--- config.mk ---
export PLATFORM = sky130hd
export DESIGN_NAME = aorc_arith_ctl
export DESIGN_NICKNAME = d
export VERILOG_FILES = /design/src/verilog/aorc_pkg.sv /design/src/verilog/aorc_minor_gen.sv /design/src/verilog/aorc_arith_ctl.sv
export SDC_FILE = /design/constraint.sdc
export NUM_CORES = 1
export LEC_CHECK = 0
export BUFFER_PORTS_ARGS = -buffer_cell sky130_fd_sc_hd__buf_2
export CAP_MARGIN = 20
export CORE_ASPECT_RATIO = 0.75
export CORE_UTILIZATION = 52
export CTS_BUF_LIST = sky130_fd_sc_hd__clkbuf_8
export DETAILED_ROUTE_END_ITERATION = 10
export GPL_TIMING_DRIVEN = 1
export PLACE_DENSITY_LB_ADDON = 0.08
export SETUP_SLACK_MARGIN = 0.5
export SLEW_MARGIN = 20
export SYNTH_ARGS = -nofsm -noshare
export SYNTH_HDL_FRONTEND = slang
export SYNTH_SLANG_ARGS = --single-unit
--- constraint.sdc ---
create_clock -name core_clk -period 2.3 [get_ports core_clk]
set_input_delay 0.345 -clock core_clk [delete_from_list [all_inputs] [get_ports core_clk]]
set_output_delay 0.345 -clock core_clk [all_outputs]
set_load 0.01 [all_outputs]
--- src/verilog/aorc_pkg.sv ---
// Constants and types for the operand registers and arithmetic control block.
package aorc_pkg;
	localparam int CLK_PERIOD_NS = 40;
	localparam int MINOR_NS = 5000;
	localparam int MINOR_CYC = (MINOR_NS + CLK_PERIOD_NS - 1) / CLK_PERIOD_NS;
	localparam int TP_COUNT = 30;
	localparam int TP_SPACING = MINOR_CYC / TP_COUNT;
	localparam int CYC_W = 7;
	localparam int TP_W = 5;
	localparam int DATA_W = 20;
	localparam int WORD_W = 21;
	localparam int OPB_W = 22;
	localparam int PAR_BIT = 21;
	localparam int LOOP_N = 5;
	localparam int LOOP_SLOTS = 25;
	localparam int TMR_W = 14;
	localparam int ADDR_W = 12;
	localparam int ORDER_W = 5;
	localparam int DISP_N = 10;
	localparam int PASS_W = 5;
	localparam logic [PASS_W-1:0] DIV_PASSES = 5'h15;
	localparam logic [PASS_W-1:0] QLSB_PASS = 5'h14;
	localparam logic PAR_ODD = 1'h1;
	localparam logic [TP_W-1:0] TP_CLEAR = 5'h00;
	localparam logic [TP_W-1:0] TP_GATE = 5'h01;
	localparam logic [TMR_W-1:0] TMR_RESET = 14'h0000;
	localparam logic [OPB_W-1:0] OPB_RESET = 22'h000000;
	// Order-type encodings.
	localparam logic [ORDER_W-1:0] OP_NOP = 5'h00;
	localparam logic [ORDER_W-1:0] OP_ADD = 5'h01;
	localparam logic [ORDER_W-1:0] OP_SUB = 5'h02;
	localparam logic [ORDER_W-1:0] OP_MUL = 5'h03;
	localparam logic [ORDER_W-1:0] OP_DIV = 5'h04;
	localparam logic [ORDER_W-1:0] OP_MAD = 5'h05;
	localparam logic [ORDER_W-1:0] OP_SHIFT_LEFT_ADD_LOOPREG_INSTR = 5'h06;
	localparam logic [ORDER_W-1:0] OP_SHIFT_RIGHT_ADD_LOOPREG_INSTR = 5'h07;
	localparam logic [ORDER_W-1:0] OP_STORE = 5'h08;
	localparam logic [ORDER_W-1:0] OP_MULTIPLEXED_ANALOG_OUTPUT_INSTR = 5'h09;
	localparam logic [ORDER_W-1:0] OP_LOAD_TMR = 5'h0a;
	localparam logic [ORDER_W-1:0] OP_SENSE_TMR = 5'h0b;
	localparam logic [ORDER_W-1:0] OP_MEM_TEST = 5'h0c;
	localparam logic [ORDER_W-1:0] OP_LOOP_STORE = 5'h0d;
	typedef enum {ST_IDLE, ST_WAIT, ST_RUN} aorc_state_t;
endpackage

--- src/verilog/aorc_minor_gen.sv ---
// Minor-cycle divider and timing-pulse generator.
`timescale 1ns/10ps
module aorc_minor_gen (
	input wire logic core_clk,
	input wire logic rst_b,
	output logic minor_tick,
	output logic tp_tick,
	output logic [aorc_pkg::TP_W-1:0] tp_idx
);
	logic [aorc_pkg::CYC_W-1:0] cyc_ff;
	logic [aorc_pkg::TP_W-1:0] tp_ff;
	localparam logic [aorc_pkg::CYC_W-1:0] CYC_LAST = aorc_pkg::CYC_W'(aorc_pkg::MINOR_CYC - 1);
	localparam logic [aorc_pkg::CYC_W-1:0] TP_END =
		aorc_pkg::CYC_W'(aorc_pkg::TP_COUNT * aorc_pkg::TP_SPACING);
	localparam logic [aorc_pkg::CYC_W-1:0] TP_SP = aorc_pkg::CYC_W'(aorc_pkg::TP_SPACING);
	localparam logic [aorc_pkg::TP_W-1:0] TP_LAST = aorc_pkg::TP_W'(aorc_pkg::TP_COUNT - 1);

	always_ff @(posedge core_clk) begin
		if (!rst_b)
			cyc_ff <= '0;
		else if (cyc_ff == CYC_LAST)
			cyc_ff <= '0;
		else
			cyc_ff <= cyc_ff + 7'h01;
	end

	assign minor_tick = (cyc_ff == CYC_LAST);
	// Thirty pulses fit in the first part of the cycle; the tail is idle slack.
	assign tp_tick = (cyc_ff < TP_END) && ((cyc_ff % TP_SP) == 7'h00);

	// The index holds at the last pulse through the slack, so it never names a missing pulse.
	always_ff @(posedge core_clk) begin
		if (!rst_b || minor_tick)
			tp_ff <= '0;
		else if (tp_tick && tp_ff != TP_LAST)
			tp_ff <= tp_ff + 5'h01;
	end

	assign tp_idx = tp_ff;
endmodule // aorc_minor_gen

--- src/verilog/aorc_arith_ctl.sv ---
// Operand buffer, loop register, transfer register, interval timer and dispatcher.
`timescale 1ns/10ps
module aorc_arith_ctl (
	input wire logic core_clk,
	input wire logic rst_b,
	input wire logic instr_start,
	input wire logic [aorc_pkg::ORDER_W-1:0] order_type,
	input wire logic addr_is_loopreg,
	input wire logic [aorc_pkg::ADDR_W-1:0] addr_field,
	input wire logic [aorc_pkg::TMR_W-1:0] timer_load_val,
	input wire logic [aorc_pkg::OPB_W-1:0] mem_out_word,
	input wire logic [aorc_pkg::WORD_W-1:0] acc_word,
	input wire logic card_mode,
	input wire logic card_strobe,
	input wire logic [aorc_pkg::OPB_W-1:0] card_word,
	input wire logic div_q_bit,
	output logic busy,
	output logic instr_done,
	output logic [aorc_pkg::OPB_W-1:0] operand_word,
	output logic [aorc_pkg::OPB_W-1:0] shift_operand,
	output logic parity_err,
	output logic [aorc_pkg::WORD_W-1:0] loopreg_word,
	output logic [aorc_pkg::OPB_W-1:0] xfer_word,
	output logic [aorc_pkg::TMR_W-1:0] timer_count,
	output logic timer_zero,
	output logic branch_take,
	output logic [aorc_pkg::ADDR_W-1:0] branch_addr,
	output logic timer_to_acc,
	output logic quot_to_acc,
	output logic [aorc_pkg::DATA_W-1:0] quot_word,
	output logic q_lsb_to_acc,
	output logic q_lsb_bit,
	output logic [aorc_pkg::DISP_N-1:0] disp_lines,
	output logic [aorc_pkg::TP_W-1:0] tp_idx
);
	// ----------------------------------------------------------------
	// Timing and decode
	// ----------------------------------------------------------------
	logic minor_tick;
	logic tp_tick;
	aorc_pkg::aorc_state_t state_ff;
	logic [aorc_pkg::ORDER_W-1:0] op_ff;
	logic src_loop_ff;
	logic [aorc_pkg::PASS_W-1:0] pass_ff;
	logic accept;
	logic uses_opnd;
	logic arith_op;
	logic is_div;
	logic loop_src;
	logic line0;
	logic line1;
	logic line2;
	logic done_ff;

	aorc_minor_gen u_minor (
		.core_clk(core_clk),
		.rst_b(rst_b),
		.minor_tick(minor_tick),
		.tp_tick(tp_tick),
		.tp_idx(tp_idx)
	);

	assign accept = instr_start && (state_ff == aorc_pkg::ST_IDLE);

	always_comb begin
		arith_op = 1'b0;
		case (op_ff)
			aorc_pkg::OP_ADD, aorc_pkg::OP_SUB, aorc_pkg::OP_MUL, aorc_pkg::OP_DIV,
			aorc_pkg::OP_MAD, aorc_pkg::OP_SHIFT_LEFT_ADD_LOOPREG_INSTR, aorc_pkg::OP_SHIFT_RIGHT_ADD_LOOPREG_INSTR: arith_op = 1'b1;
			default: arith_op = 1'b0;
		endcase
	end

	assign uses_opnd = arith_op || (op_ff == aorc_pkg::OP_MEM_TEST);
	assign is_div = (op_ff == aorc_pkg::OP_DIV);
	assign loop_src = arith_op && (src_loop_ff || op_ff == aorc_pkg::OP_MAD ||
		op_ff == aorc_pkg::OP_SHIFT_LEFT_ADD_LOOPREG_INSTR || op_ff == aorc_pkg::OP_SHIFT_RIGHT_ADD_LOOPREG_INSTR);

	always_ff @(posedge core_clk) begin
		if (!rst_b) begin
			state_ff <= aorc_pkg::ST_IDLE;
			op_ff <= aorc_pkg::OP_NOP;
			src_loop_ff <= 1'b0;
			pass_ff <= '0;
			done_ff <= 1'b0;
		end else begin
			done_ff <= 1'b0;
			case (state_ff)
				aorc_pkg::ST_IDLE: begin
					if (accept) begin
						op_ff <= order_type;
						src_loop_ff <= addr_is_loopreg;
						state_ff <= aorc_pkg::ST_WAIT;
					end
				end
				aorc_pkg::ST_WAIT: begin
					pass_ff <= 5'h01;
					if (minor_tick)
						state_ff <= aorc_pkg::ST_RUN;
				end
				default: begin
					if (minor_tick) begin
						if (is_div && pass_ff != aorc_pkg::DIV_PASSES) begin
							pass_ff <= pass_ff + 5'h01;
						end else begin
							state_ff <= aorc_pkg::ST_IDLE;
							done_ff <= 1'b1;
						end
					end
				end
			endcase
		end
	end

	assign busy = (state_ff != aorc_pkg::ST_IDLE);
	assign instr_done = done_ff;

	// ----------------------------------------------------------------
	// Dispatcher lines
	// ----------------------------------------------------------------
	logic first_pass;
	assign first_pass = (state_ff == aorc_pkg::ST_RUN) && (pass_ff == 5'h01) && tp_tick;
	assign line2 = first_pass && uses_opnd && (tp_idx == aorc_pkg::TP_CLEAR);
	assign line1 = first_pass && uses_opnd && !loop_src && (tp_idx == aorc_pkg::TP_GATE);
	assign line0 = first_pass && uses_opnd && (tp_idx == aorc_pkg::TP_GATE) &&
		(loop_src || !arith_op);

	always_comb begin
		disp_lines = '0;
		disp_lines[0] = line0;
		disp_lines[1] = line1;
		disp_lines[2] = line2;
	end

	// ----------------------------------------------------------------
	// Operand buffer
	// ----------------------------------------------------------------
	logic [aorc_pkg::OPB_W-1:0] opb_ff;
	logic [aorc_pkg::OPB_W-1:0] loop_in;
	logic par_bad;
	logic err_ff;

	assign loop_in = {~(^loopreg_word) ^ ~aorc_pkg::PAR_ODD, loopreg_word};

	genvar gb;
	generate
		for (gb = 0; gb < aorc_pkg::OPB_W; gb++) begin : g_opb
			always_ff @(posedge core_clk) begin
				if (!rst_b)
					opb_ff[gb] <= aorc_pkg::OPB_RESET[gb];
				else if (line2)
					opb_ff[gb] <= 1'b0;
				else if (line1)
					opb_ff[gb] <= opb_ff[gb] | mem_out_word[gb];
				else if (line0 && loop_src)
					opb_ff[gb] <= opb_ff[gb] | loop_in[gb];
			end
		end
	endgenerate

	assign operand_word = opb_ff;
	assign shift_operand = {opb_ff[aorc_pkg::PAR_BIT:aorc_pkg::DATA_W],
		opb_ff[aorc_pkg::DATA_W-2:0], 1'b0};

	assign par_bad = (^mem_out_word) != aorc_pkg::PAR_ODD;

	always_ff @(posedge core_clk) begin
		if (!rst_b)
			err_ff <= 1'b0;
		else if (line1 && par_bad)
			err_ff <= 1'b1;
		else if (accept)
			err_ff <= 1'b0;
	end

	assign parity_err = err_ff;

	// ----------------------------------------------------------------
	// Loop register
	// ----------------------------------------------------------------
	logic [aorc_pkg::LOOP_SLOTS-1:0] loop_ff;
	logic [aorc_pkg::LOOP_SLOTS-1:0] acc_slots;
	logic div_run;
	assign div_run = (state_ff == aorc_pkg::ST_RUN) && is_div;

	genvar gs;
	generate
		for (gs = 0; gs < aorc_pkg::LOOP_SLOTS; gs++) begin : g_slot
			if ((gs % aorc_pkg::LOOP_N) * aorc_pkg::LOOP_N + gs / aorc_pkg::LOOP_N
				< aorc_pkg::WORD_W) begin : g_used
				assign acc_slots[gs] =
					acc_word[(gs % aorc_pkg::LOOP_N) * aorc_pkg::LOOP_N + gs / aorc_pkg::LOOP_N];
				assign loopreg_word[(gs % aorc_pkg::LOOP_N) * aorc_pkg::LOOP_N +
					gs / aorc_pkg::LOOP_N] = loop_ff[gs];
			end else begin : g_spare
				assign acc_slots[gs] = 1'b0;
			end
		end
	endgenerate

	always_ff @(posedge core_clk) begin
		if (!rst_b)
			loop_ff <= '0;
		else if (accept && order_type == aorc_pkg::OP_LOOP_STORE)
			loop_ff <= acc_slots;
		else if (accept && order_type == aorc_pkg::OP_DIV)
			loop_ff <= '0;
		else if (div_run && minor_tick && pass_ff < aorc_pkg::QLSB_PASS)
			loop_ff <= {loop_ff[aorc_pkg::LOOP_SLOTS-2:0], div_q_bit};
	end

	// ----------------------------------------------------------------
	// Quotient hand-off
	// ----------------------------------------------------------------
	logic qlsb_ff;
	logic qbit_ff;
	logic qacc_ff;
	logic [aorc_pkg::DATA_W-1:0] qword_ff;

	always_ff @(posedge core_clk) begin
		if (!rst_b) begin
			qlsb_ff <= 1'b0;
			qbit_ff <= 1'b0;
			qacc_ff <= 1'b0;
			qword_ff <= '0;
		end else begin
			qlsb_ff <= div_run && minor_tick && pass_ff == aorc_pkg::QLSB_PASS;
			if (div_run && minor_tick && pass_ff == aorc_pkg::QLSB_PASS)
				qbit_ff <= div_q_bit;
			qacc_ff <= div_run && minor_tick && pass_ff == aorc_pkg::DIV_PASSES;
			if (div_run && minor_tick && pass_ff == aorc_pkg::DIV_PASSES)
				qword_ff <= {loop_ff[aorc_pkg::DATA_W-2:0], qbit_ff};
		end
	end

	assign q_lsb_to_acc = qlsb_ff;
	assign q_lsb_bit = qbit_ff;
	assign quot_to_acc = qacc_ff;
	assign quot_word = qword_ff;

	// ----------------------------------------------------------------
	// Transfer register
	// ----------------------------------------------------------------
	logic [aorc_pkg::OPB_W-1:0] xfer_ff;

	always_ff @(posedge core_clk) begin
		if (!rst_b)
			xfer_ff <= '0;
		else if (card_mode && card_strobe)
			xfer_ff <= card_word;
		else if (accept && !card_mode && order_type != aorc_pkg::OP_STORE &&
			order_type != aorc_pkg::OP_MULTIPLEXED_ANALOG_OUTPUT_INSTR)
			xfer_ff <= {~(^acc_word) ^ ~aorc_pkg::PAR_ODD, acc_word};
	end

	assign xfer_word = xfer_ff;

	// ----------------------------------------------------------------
	// Interval timer
	// ----------------------------------------------------------------
	logic [aorc_pkg::TMR_W-1:0] tmr_ff;
	logic tmr_load;
	logic br_ff;
	logic [aorc_pkg::ADDR_W-1:0] br_addr_ff;

	assign tmr_load = accept && order_type == aorc_pkg::OP_LOAD_TMR;

	always_ff @(posedge core_clk) begin
		if (!rst_b)
			tmr_ff <= aorc_pkg::TMR_RESET;
		else if (tmr_load)
			tmr_ff <= timer_load_val;
		else if (minor_tick && tmr_ff != '0)
			tmr_ff <= tmr_ff - 14'h0001;
	end

	always_ff @(posedge core_clk) begin
		if (!rst_b) begin
			br_ff <= 1'b0;
			br_addr_ff <= '0;
		end else begin
			br_ff <= accept && order_type == aorc_pkg::OP_SENSE_TMR && tmr_ff != '0;
			if (accept)
				br_addr_ff <= addr_field;
		end
	end

	assign timer_count = tmr_ff;
	assign timer_zero = (tmr_ff == '0);
	assign branch_take = br_ff;
	assign timer_to_acc = br_ff;
	assign branch_addr = br_addr_ff;

	// ----------------------------------------------------------------
	// Checks
	// ----------------------------------------------------------------
	logic [11:0] run_cyc_ff;
	always_ff @(posedge core_clk) begin
		if (!rst_b || state_ff == aorc_pkg::ST_WAIT)
			run_cyc_ff <= '0;
		else if (state_ff == aorc_pkg::ST_RUN)
			run_cyc_ff <= run_cyc_ff + 12'h001;
	end

	property p_opb_clear;
		@(posedge core_clk) disable iff (!rst_b) line2 |=> operand_word == '0;
	endproperty
	a_opb_clear: assert property (p_opb_clear) else $error("buffer not cleared");
	property p_mem_gate;
		@(posedge core_clk) disable iff (!rst_b)
			line2 ##4 line1 |=> operand_word == $past(mem_out_word);
	endproperty
	a_mem_gate: assert property (p_mem_gate) else $error("memory word not gated");
	property p_par;
		@(posedge core_clk) disable iff (!rst_b) line1 && par_bad |=> parity_err;
	endproperty
	a_par: assert property (p_par) else $error("parity error missed");
	property p_tmr_dec;
		@(posedge core_clk) disable iff (!rst_b)
			minor_tick && !tmr_load && !timer_zero |=> timer_count == $past(timer_count) - 14'h0001;
	endproperty
	a_tmr_dec: assert property (p_tmr_dec) else $error("timer did not step");
	property p_tmr_hold;
		@(posedge core_clk) disable iff (!rst_b) timer_zero && !tmr_load |=> timer_zero;
	endproperty
	a_tmr_hold: assert property (p_tmr_hold) else $error("timer left zero");
	property p_xfer;
		@(posedge core_clk) disable iff (!rst_b)
			accept && !card_mode && order_type == aorc_pkg::OP_ADD
			|=> xfer_word[aorc_pkg::WORD_W-1:0] == $past(acc_word);
	endproperty
	a_xfer: assert property (p_xfer) else $error("transfer register stale");
	property p_div_len;
		@(posedge core_clk) disable iff (!rst_b) quot_to_acc |-> run_cyc_ff == 12'ha41;
	endproperty
	a_div_len: assert property (p_div_len) else $error("divide length wrong");
	property p_sense;
		@(posedge core_clk) disable iff (!rst_b)
			accept && order_type == aorc_pkg::OP_SENSE_TMR && !timer_zero
			|=> branch_take && timer_to_acc;
	endproperty
	a_sense: assert property (p_sense) else $error("sense did not branch");
	property p_disp_hi;
		@(posedge core_clk) disable iff (!rst_b) disp_lines[2] |-> !disp_lines[1] && !disp_lines[0];
	endproperty
	a_disp_hi: assert property (p_disp_hi) else $error("clear overlaps gate");
	property p_qlsb;
		@(posedge core_clk) disable iff (!rst_b) q_lsb_to_acc |-> ##125 quot_to_acc;
	endproperty
	a_qlsb: assert property (p_qlsb) else $error("quotient hand-off out of order");

	c_div: cover property (@(posedge core_clk) disable iff (!rst_b) quot_to_acc);
	c_branch: cover property (@(posedge core_clk) disable iff (!rst_b) branch_take);
	c_par: cover property (@(posedge core_clk) disable iff (!rst_b) line1 && par_bad);
	c_loop: cover property (@(posedge core_clk) disable iff (!rst_b) line0 && loop_src);
endmodule // aorc_arith_ctl

== Yosys cells after proc, flatten, opt, wreduce, memory -nomap -nowiden ==
Index checks and enable logic that the tools add are counted.
Operators by class
  reductions and logical operators: 66
  shifts and indexed selects: 0
  magnitude comparators: 2
  bitwise operators: 50
  div/mod/pow operators: 0
  equal/unequal tests: 26
  add/sub/neg operators: 4
  multiplexer cells: 63
  $mul: 0
Operator list (count)
  2-to-1 mux 32 bit: 4
  2-to-1 mux 24 bit: 3
  logical NOT 32 bit: 2
  case mux 32 bit (2 select lines): 1
  2-to-1 mux 1 bit: 48
  2-to-1 mux 22 bit: 2
  bitwise OR 1 bit: 44
  parity 21 bit: 2
  == test 32 x 1 -> 1 bit, second input constant: 1
  == test 32 x 3 -> 1 bit, second input constant: 1
  nonzero test 32 bit: 1
  logical AND 1 bit: 30
  2-to-1 mux 14 bit: 2
  == test 5 x 3 -> 1 bit, second input constant: 5
  parity 22 bit: 1
  == test 5 x 4 -> 1 bit, second input constant: 4
  == test 5 x 1 -> 1 bit, second input constant: 3
  logical NOT 14 bit: 1
  nonzero test 14 bit: 1
  nonzero test 2 bit: 7
  subtractor 14 x 1 -> 14 bit, second input constant: 1
  adder 5 x 1 -> 5 bit, second input constant: 2
  == test 5 x 2 -> 1 bit, second input constant: 2
  == test 5 bit, second input constant: 2
  other kinds (23): 41
Storage, ports and cells
  input port bits: 103
  memories: 0
  bits in latches: 0
  bits in read-only memories: 0
  RAM bits: 0
  output and inout port bits: 157
  bits in registers: 175

== Depth between registers and ports, before layout ==
Gate-level depths: netlist of run 1.
  depth in word-level cells: 10
  depth in mapped cells: 9
  mapped depth without buffers: 8

== Modules after synthesis ==
From an unflattened synthesis of run 1, not the netlist that was laid out.
Unflattened totals
  cell total of the unflattened synthesis: 843
  area, all modules: 7128.1 µm²
Modules (own cells, without submodules)
  aorc_arith_ctl: sequential area each 2662.6 µm², times used 1, cells each 780, area an instance 6490.0 µm²
  aorc_minor_gen: sequential area each 240.2 µm², times used 1, cells each 63, area an instance 638.1 µm²

== Worst setup path after synthesis of run 1 ==
Ideal clock, no wire load.
  path type: reg2reg
  from: reg tmr_ff (netlist bit timer_count[7])
  to: reg tmr_ff (netlist bit timer_count[5])
  stages on the path, launching flop included: 7
  setup slack: 0.298 ns
  period minus slack after synthesis: 2.002 ns
  path buffers: 0
  data arrival time: 1.870 ns
  setup time: 0.133 ns
  cell sequence: dfxtp_1 -> or4_4 -> nor4_4 -> a31oi_2 -> nand4b_1 -> xor2_1 -> a21oi_1
Between the ends
  longest elaborated chain between the ends: 3
RTL lines
  start, declared: RTL line aorc_arith_ctl.sv:261  | logic [aorc_pkg::TMR_W-1:0] tmr_ff;
  start signal, assigned: RTL line aorc_arith_ctl.sv:270  | tmr_ff <= aorc_pkg::TMR_RESET;
  start signal, assigned: RTL line aorc_arith_ctl.sv:272  | tmr_ff <= timer_load_val;
  start signal, assigned: RTL line aorc_arith_ctl.sv:274  | tmr_ff <= tmr_ff - 14'h0001;
  nonzero test 14 bit: RTL line aorc_arith_ctl.sv:273  | else if (minor_tick && tmr_ff != '0)
  logical AND 1 bit: RTL line aorc_arith_ctl.sv:273
  nonzero test 2 bit (no source line)
Every way passes these cells.
A chain may end at the register's enable or synchronous reset.

== Final worst setup path of run 1 ==
  from: reg tmr_ff (netlist bit timer_count[8])
  to: out timer_zero
Between the ends
  longest elaborated chain between the ends: 1
RTL lines
  logical NOT 14 bit: RTL line aorc_arith_ctl.sv:289  | assign timer_zero = (tmr_ff == '0);
  end, declared: RTL line aorc_arith_ctl.sv:25  | output logic timer_zero,
Every way passes these cells.

==> results of run 1 <==
-- cells in the final DEF (no fill, tap or decap), types with 5 or more instances in the layout --
| cell type | synthesis | layout |
|---|---|---|
| sky130_fd_sc_hd__and3_4 | 0 | 5 |
| sky130_fd_sc_hd__nor2_2 | 0 | 9 |
| sky130_fd_sc_hd__nor2_4 | 0 | 9 |
| sky130_fd_sc_hd__buf_4 | 56 | 56 |
| sky130_fd_sc_hd__o21ai_1 | 0 | 5 |
| sky130_fd_sc_hd__conb_1 | 1 | 8 |
| sky130_fd_sc_hd__clkinvlp_4 | 0 | 5 |
| sky130_fd_sc_hd__ha_1 | 9 | 7 |
| sky130_fd_sc_hd__buf_12 | 0 | 7 |
| sky130_fd_sc_hd__nor2_1 | 73 | 55 |
| sky130_fd_sc_hd__nand2_1 | 120 | 106 |
| sky130_fd_sc_hd__a22oi_1 | 41 | 31 |
| sky130_fd_sc_hd__nand3_1 | 16 | 13 |
| sky130_fd_sc_hd__o21ai_0 | 27 | 19 |
| sky130_fd_sc_hd__mux2_2 | 21 | 18 |
| sky130_fd_sc_hd__a22oi_2 | 0 | 10 |
| sky130_fd_sc_hd__clkbuf_8 | 0 | 17 |
| sky130_fd_sc_hd__and3_1 | 10 | 5 |
| sky130_fd_sc_hd__xor2_1 | 24 | 24 |
| sky130_fd_sc_hd__dfxtp_1 | 145 | 109 |
| sky130_fd_sc_hd__dfxtp_2 | 0 | 20 |
| sky130_fd_sc_hd__nand2_2 | 1 | 12 |
| sky130_fd_sc_hd__buf_2 | 9 | 247 |
| sky130_fd_sc_hd__xnor2_2 | 0 | 8 |
| sky130_fd_sc_hd__buf_6 | 0 | 24 |
| sky130_fd_sc_hd__a211oi_1 | 17 | 7 |
| sky130_fd_sc_hd__dfxtp_4 | 0 | 16 |
| sky130_fd_sc_hd__xnor2_1 | 60 | 52 |
| sky130_fd_sc_hd__a211oi_2 | 0 | 10 |
| sky130_fd_sc_hd__nand2_4 | 0 | 5 |
| sky130_fd_sc_hd__a21oi_1 | 105 | 76 |
| sky130_fd_sc_hd__nand4_1 | 10 | 10 |
| sky130_fd_sc_hd__inv_1 | 18 | 14 |
| sky130_fd_sc_hd__a21oi_2 | 0 | 29 |
-- synthesized netlist by cell type (2+ instances only) --
| library cell | n |
|---|---|
| sky130_fd_sc_hd__mux2_2 | 21 |
| sky130_fd_sc_hd__xor2_1 | 24 |
| sky130_fd_sc_hd__a21o_1 | 4 |
| sky130_fd_sc_hd__buf_2 | 9 |
| sky130_fd_sc_hd__nand3b_1 | 2 |
| sky130_fd_sc_hd__mux2i_1 | 3 |
| sky130_fd_sc_hd__clkbuf_1 | 31 |
| sky130_fd_sc_hd__nor2b_1 | 2 |
| sky130_fd_sc_hd__nor2_1 | 73 |
| sky130_fd_sc_hd__or4_4 | 2 |
| sky130_fd_sc_hd__a22oi_1 | 41 |
| sky130_fd_sc_hd__nor4_1 | 4 |
| sky130_fd_sc_hd__ha_1 | 9 |
| sky130_fd_sc_hd__buf_1 | 4 |
| sky130_fd_sc_hd__dfxtp_1 | 145 |
| sky130_fd_sc_hd__a21oi_1 | 105 |
| sky130_fd_sc_hd__nand2b_1 | 2 |
| sky130_fd_sc_hd__and2_1 | 2 |
| sky130_fd_sc_hd__buf_4 | 56 |
| sky130_fd_sc_hd__nand2_1 | 120 |
| sky130_fd_sc_hd__xnor2_1 | 60 |
| sky130_fd_sc_hd__nor3_1 | 5 |
| sky130_fd_sc_hd__inv_1 | 18 |
| sky130_fd_sc_hd__o21ai_0 | 27 |
| sky130_fd_sc_hd__a31oi_1 | 3 |
| sky130_fd_sc_hd__nand3_1 | 16 |
| sky130_fd_sc_hd__nand4_1 | 10 |
| sky130_fd_sc_hd__and3_1 | 10 |
| sky130_fd_sc_hd__o2111ai_1 | 2 |
| sky130_fd_sc_hd__a211oi_1 | 17 |
-- worst paths after layout --
| kind | end | cells past startpoint | slack, ps | startpoint |
|---|---|---|---|---|
| setup / recovery | timer_zero | 4 | 90 | timer_count[8] |
| hold / removal | branch_addr[7] | 3 | 130 | addr_field[7] |
| setup reg to reg | timer_count[9] | 9 | 220 | timer_count[8] |
| hold reg to reg | quot_word[17] | 2 | 450 | quot_word[17] |
-- per-layer routing --
layer  GRT usage [%]  vias to the layer above
li1                -                     3416
met1           42.68                     3426
met2           49.39                      332
met3           6.657                       36
met4           6.436                        0
met5               0                        -
-- report_power, final --
group,internal [mW],switching (mW),leakage [nW]
Sequential,2.57,0.0709,1.20
Combinational,0.510,0.551,3.05
Clock,0.867,1.10,0.179
Total,3.95,1.72,4.43
-- through the flow --
step                      hold slack (ps)  instances  utilization (%)  total power, mW  setup slack (ps)
after CTS                           109.2       1279            71.79            5.545             82.15
after detailed placement            443.0       1205            63.18            3.543             186.1
final                               126.4       1306            77.78            5.665             87.78
after global placement              437.0       1205            63.18            3.532             210.2
after global routing                122.6       1306            77.78            5.872             34.12
after floorplan                     441.1        856                -            3.246             325.5
-- registers in the layout, indices dropped and copies added (netlist names), 2 cells and up --
signal          cells
branch_addr        12
loop_ff            24
op_ff               5
operand_word       22
pass_ff             5
quot_word          20
state_ff            2
timer_count        14
u_minor.cyc_ff      7
u_minor.tp_idx      5
xfer_word          22
-- critical path: stages, from the launching register on --
cell and delay (ps):
sky130_fd_sc_hd__dfxtp_4 360, sky130_fd_sc_hd__or4_4 550, sky130_fd_sc_hd__nor4_4 180, sky130_fd_sc_hd__and3_4 230
sky130_fd_sc_hd__buf_6 100
-- repair_timing --
action,4_1_cts,5_1_grt
hold endpoints to repair,0,0
setup buffers,35,21
gates resized for setup,125,123
setup endpoints to repair,91,116
cloned,7,6
pin swaps,48,66
-- area by class of cell --
type	instances	area, µm²
clock buffers	17	234.0
clock inverters	15	136.4
fillers	953	2933
inverters	18	70.07
multi-input cells	597	4375
flip-flops and latches	145	2988
well taps	171	214.0
repair buffers	343	2247
-- cell families after synthesis --
kind of cell	Yosys count
buffers and inverters	119
flip-flops	145
XOR/XNOR	85
adder cells (fa/ha/maj)	9
AO/OA/AOI/OAI	207
AND/OR/NAND/NOR	259
multiplexers	24
other	1
==> run metrics, run 1 <==
slew margin rel. 41.18%; sum of negative setup slack 0 ps; Synth cell types 52; Inserted Clock Buffers 17; mux share of post-synthesis cell area 3.723%; standard cell core area 0.01320 mm²; initial cell density of the core 54.24%; final HPWL from detailed placement 14.85 mm; outcome complete, no violations; required time of the worst setup path 1960 ps; area enclosed by the die boundary 0.01424 mm²; met1 wire length 10.64 mm; synthesized-area fraction occupied by ao, oa, aoi and oai cells 17.48%; Post-route DRC 0; Min-Delay Path Class in2reg; Max Transition Viols Final 0; post-detailed-route count of antenna-violating nets 0; synth warn 0; cell count after synthesis 849; mean routed wirelength per cell 18.44 µm; top cell type by total area after synthesis sky130_fd_sc_hd__dfxtp_1; global-route wire length before repair 34.19 mm; Die Width 137.5 µm; total inserted antenna cells 0; number of nets at the end of the flow 1234; CP arrival 1870 ps; highest metal layer with signal wires met4; number of enable-type register cells in the synthesized netlist 0; maximum number of pins on one net before global-route repair 30; synthesized area per cell 8.431 µm²; leakage component of the power 4.426 nW; clock-pin slew on the worst setup and hold paths 90 ps; layout cells sized above 1 50.13%; count of pins on the block boundary 260; CTS tree built; total gr overflow 0; vias post-DR 7210; achievable clock frequency 452.0 MHz; Setup Viol. Count Final 0; number of max-capacitance violations reported 0; Setup Skew 12.32 ps; Pwr per Cell Area 551.9 mW/mm²; routed length on met2 11.35 mm; height of the die 103.6 µm; hold buffers post-CTS 0; share of the cycle needed by the critical path after routing 96.18%; final hold viol count 0; highest ir drop seen on vdd 398.0 µV; detailed route wirelength on metal3 1.797 mm; gp weighted congestion 0.8202; GRT Total Usage 30.99%; instance area after placement 0.008338 mm²; Simple-Gate Fraction of Synth Area 16.68%; relative area change from synthesis to final layout 43.40%; register bit count reported by yosys 145; number of global-route vias before repair 6539; Core Rows 36; endpoint kind of the worst setup timing path primary output; minimum period implied by the final worst setup slack 2212 ps; clock buffer depth 2; number of H-tree branching levels 4; WS Path Type reg2out; CTS sink cnt 145; number of antenna violations at the first check in global routing 0; leading post-synthesis cells by cell area sky130_fd_sc_hd__dfxtp_1, sky130_fd_sc_hd__a21oi_1, sky130_fd_sc_hd__xnor2_1; startpoint type of the worst setup path flip-flop; finished layout cell area 0.01026 mm²; adder and majority gate portion of the synthesized area 1.573%; post-synthesis xor/xnor area fraction 10.59%; netlist area before placement 0.007158 mm²; wire length after detailed routing 24.08 mm; largest fanout of any net on the critical path 2; unrepaired setup endpoints after global routing true; clock latency on the worst-skew pair 460 ps; drt first pass iters 5; clock tree root buffer cell sky130_fd_sc_hd__clkbuf_8; proportion of netlist area held by the largest area contributor 40.55%; largest family of logic cells by synthesized area compound AO/OA/AOI/OAI gates; worst-margin pin slew 882.4 ps; share of synthesized flip-flops with an asynchronous set or reset 0%; quantity of I/O buffers inserted on ports 251; Initial DRC Count 483; part of the Yosys area used for sequential elements 40.55%; ys flop type sky130_fd_sc_hd__dfxtp_1; detailed-route vias per instance 5.521
No activity file was read; power rests on OpenSTA's default activity.
==> run 2, diff against run 1 <==
- SETUP_SLACK_MARGIN: 0.5 -> 0.02
==> run metrics, run 2 (same netlist as run 1, synthesis figures left out) <==
outcome complete, no violations; initial cell density of the core 54.24% (unchanged); wire length after detailed routing 19.97 mm (-17%); gp weighted congestion 0.8529 (+4.0%); top library cells by usage in the layout, fill and taps aside sky130_fd_sc_hd__buf_2, sky130_fd_sc_hd__dfxtp_1, sky130_fd_sc_hd__nand2_1; largest register by flop count loop_ff; WS Path Type reg2out; cell class contributing the biggest share of worst-path delay simple AND/OR/NAND/NOR gates; GRT Total Usage 27.78% (-3.2 points); Cell Int Power 3.764 mW (-4.7%); Critical Path Max Stage Delay 540 ps (about the same); vias post-DR 6632 (-8.0%); achievable clock frequency 453.8 MHz (+0.39%); net switching component of the power 1.610 mW (-6.2%); Initial DRC Count 466 (-3.5%); detailed-route vias per instance 5.301 (-4.0%); Min-Delay Path Class in2reg; CP arrival 1860 ps (about the same); endpoint of the worst-slack reg-to-reg timing path loop_ff[6]; relative contribution of sequential cells to total power 49.2% (+2.6 points); final hold viol count 0 (unchanged); Post-route DRC 0 (unchanged); Setup Viol. Count Final 0 (unchanged); share of total power consumed by net switching 29.96% (-0.35 points); area enclosed by the die boundary 0.01424 mm² (unchanged); clock latency on the worst-skew pair 450 ps (about the same); CTS tree built; critical register-to-register path startpoint u_minor.cyc_ff[4]; number of flip-flops in the largest register 24 (unchanged); relative area change from synthesis to final layout 24.09%; crit path capture timer_zero; cell with the biggest individual delay on the critical path sky130_fd_sc_hd__or4_4; height of the die 103.6 µm (unchanged); highest ir drop seen on vdd 405.1 µV (+1.8%); finished layout cell area 0.008882 mm² (-13%); most common cell after layout, fill and taps aside sky130_fd_sc_hd__buf_2; post-detailed-route count of antenna-violating nets 0 (unchanged); number of nets at the end of the flow 1179 (-4.5%); total inserted antenna cells 0 (unchanged); Setup Skew 18.71 ps (+6.394 ps); quantity of I/O buffers inserted on ports 251 (unchanged); instance area after placement 0.008376 mm² (+0.45%); cell depth of the worst setup path 4 (unchanged); clock-pin slew on the worst setup and hold paths 90 ps (about the same); startpoint type of the worst setup path flip-flop; clock buffer depth 2 (unchanged); count of cells along the worst register-to-register path 7 (-2); sum of negative setup slack 0 ps (unchanged); leakage component of the power 3.916 nW (-12%); required time of the worst setup path 1960 ps (about the same); layout cells sized above 1 34.81% (-15 points); Die Width 137.5 µm (unchanged); drt first pass iters 5 (unchanged); clock tree root buffer cell sky130_fd_sc_hd__clkbuf_8; Inserted Clock Buffers 17 (unchanged); slew margin rel. 51.33% (+10 points); endpoint kind of the worst setup timing path primary output; final HPWL from detailed placement 14.64 mm (-1.4%); chain of cells forming the critical path or4_4 -> nor4_4 -> and3_4 -> buf_6; number of max-capacitance violations reported 0 (unchanged); worst-margin pin slew 728.9 ps (-153.4 ps); Core Rows 36 (unchanged); power share of the clock group 34.6% (about the same); minimum period implied by the final worst setup slack 2204 ps (-8.517 ps); relative contribution of combinational cells to total power 16.1% (-2.6 points); number of global-route vias before repair 5923 (-9.4%); Pwr per Cell Area 605.1 mW/mm² (+9.6%); unrepaired setup endpoints after global routing false; maximum number of pins on one net before global-route repair 43 (+43%); CTS sink cnt 145 (unchanged); global-route wire length before repair 30.70 mm (-10%); largest fanout of any net on the critical path 2 (unchanged); CP Buf/Inv Count 1 (unchanged); Critical Path Start timer_count[8]; share of the cycle needed by the critical path after routing 95.81% (-0.37 points); standard cell core area 0.01320 mm² (unchanged); total gr overflow 0 (unchanged); Max Transition Viols Final 0 (unchanged); number of antenna violations at the first check in global routing 0 (unchanged); count of pins on the block boundary 260 (unchanged); number of H-tree branching levels 4 (unchanged); worst-case register-to-register setup slack 180 ps (-40 ps); mean routed wirelength per cell 15.96 µm (-13%)
run 2: how the worst min path moves through the flow:
| stage | start | endpoint | slack (ps) | depth (start not counted) |
|---|---|---|---|---|
| finish | addr_field[6] | branch_addr[6] | 130 | 3 |
| global route | addr_field[6] | branch_addr[6] | 110 | 3 |
| CTS | addr_field[9] | branch_addr[9] | 110 | 3 |
| detailed placement | quot_word[12] | quot_word[12] | 440 | 2 |
| global placement | quot_word[11] | quot_word[11] | 430 | 2 |
| floorplan | u_minor.cyc_ff[0] | u_minor.cyc_ff[0] | 440 | 1 |
run 2: through the flow:
step	power, mW	utilization (%)	worst slack [ps]	instances	hold slack, ps
floorplan	3.237	-	297.8	856	441.1
global placement	3.532	63.46	242.6	1212	434.7
detailed placement	3.538	63.46	170.6	1212	440.4
CTS	5.394	66.77	3.016	1247	112.0
global route	5.613	67.30	20.73	1251	107.9
finish	5.375	67.30	96.30	1251	128.3
run 2: final cells by class:
| type | instances | area, µm² |
|---|---|---|
| Sequential cell | 145 | 2910 |
| Multi-Input combinational cell | 592 | 3686 |
| Inverter | 18 | 67.56 |
| Fill cell | 1162 | 4315 |
| Timing Repair Buffer | 293 | 1647 |
| Tap cell | 171 | 214.0 |
| Clock inverter | 15 | 123.9 |
| Clock buffer | 17 | 234.0 |
run 2: power by group through the flow:
stage | registers, mW | logic (mW) | clock network [mW]
6_report | 2.65 | 0.868 | 1.86
5_1_grt | 2.66 | 0.952 | 2.01
4_1_cts | 2.64 | 0.856 | 1.89
3_5_place_dp | 2.70 | 0.836 | 0
3_3_place_gp | 2.70 | 0.830 | 0
2_1_floorplan | 2.72 | 0.519 | 0
run 2: worst reg2reg max path, stage by stage, from the launching register on:
cell	delay [ps]
sky130_fd_sc_hd__dfxtp_1	450
sky130_fd_sc_hd__and3_1	260
sky130_fd_sc_hd__nand4_2	170
sky130_fd_sc_hd__or4b_4	550
sky130_fd_sc_hd__nand2_2	110
sky130_fd_sc_hd__buf_12	200
sky130_fd_sc_hd__nor2_1	80
sky130_fd_sc_hd__a211oi_1	220
run 2: timing repair:
action / 4_1_cts / 5_1_grt
gates resized for setup: 13 / 10
buffers inserted: 3 / 4
pin swaps: 3 / 3
endpoints found under the setup margin: 3 / 4
hold buffers: 0 / 0
run 2: routing by layer:
metal  global-route usage [%]  vias up  part of all wire (%)
met5                        0        -                     0
met4                    6.201        0                  0.66
met3                    6.167       10                   8.2
met2                    41.03      277                    43
met1                    40.74     3056                    48
li1                         -     3289                     -
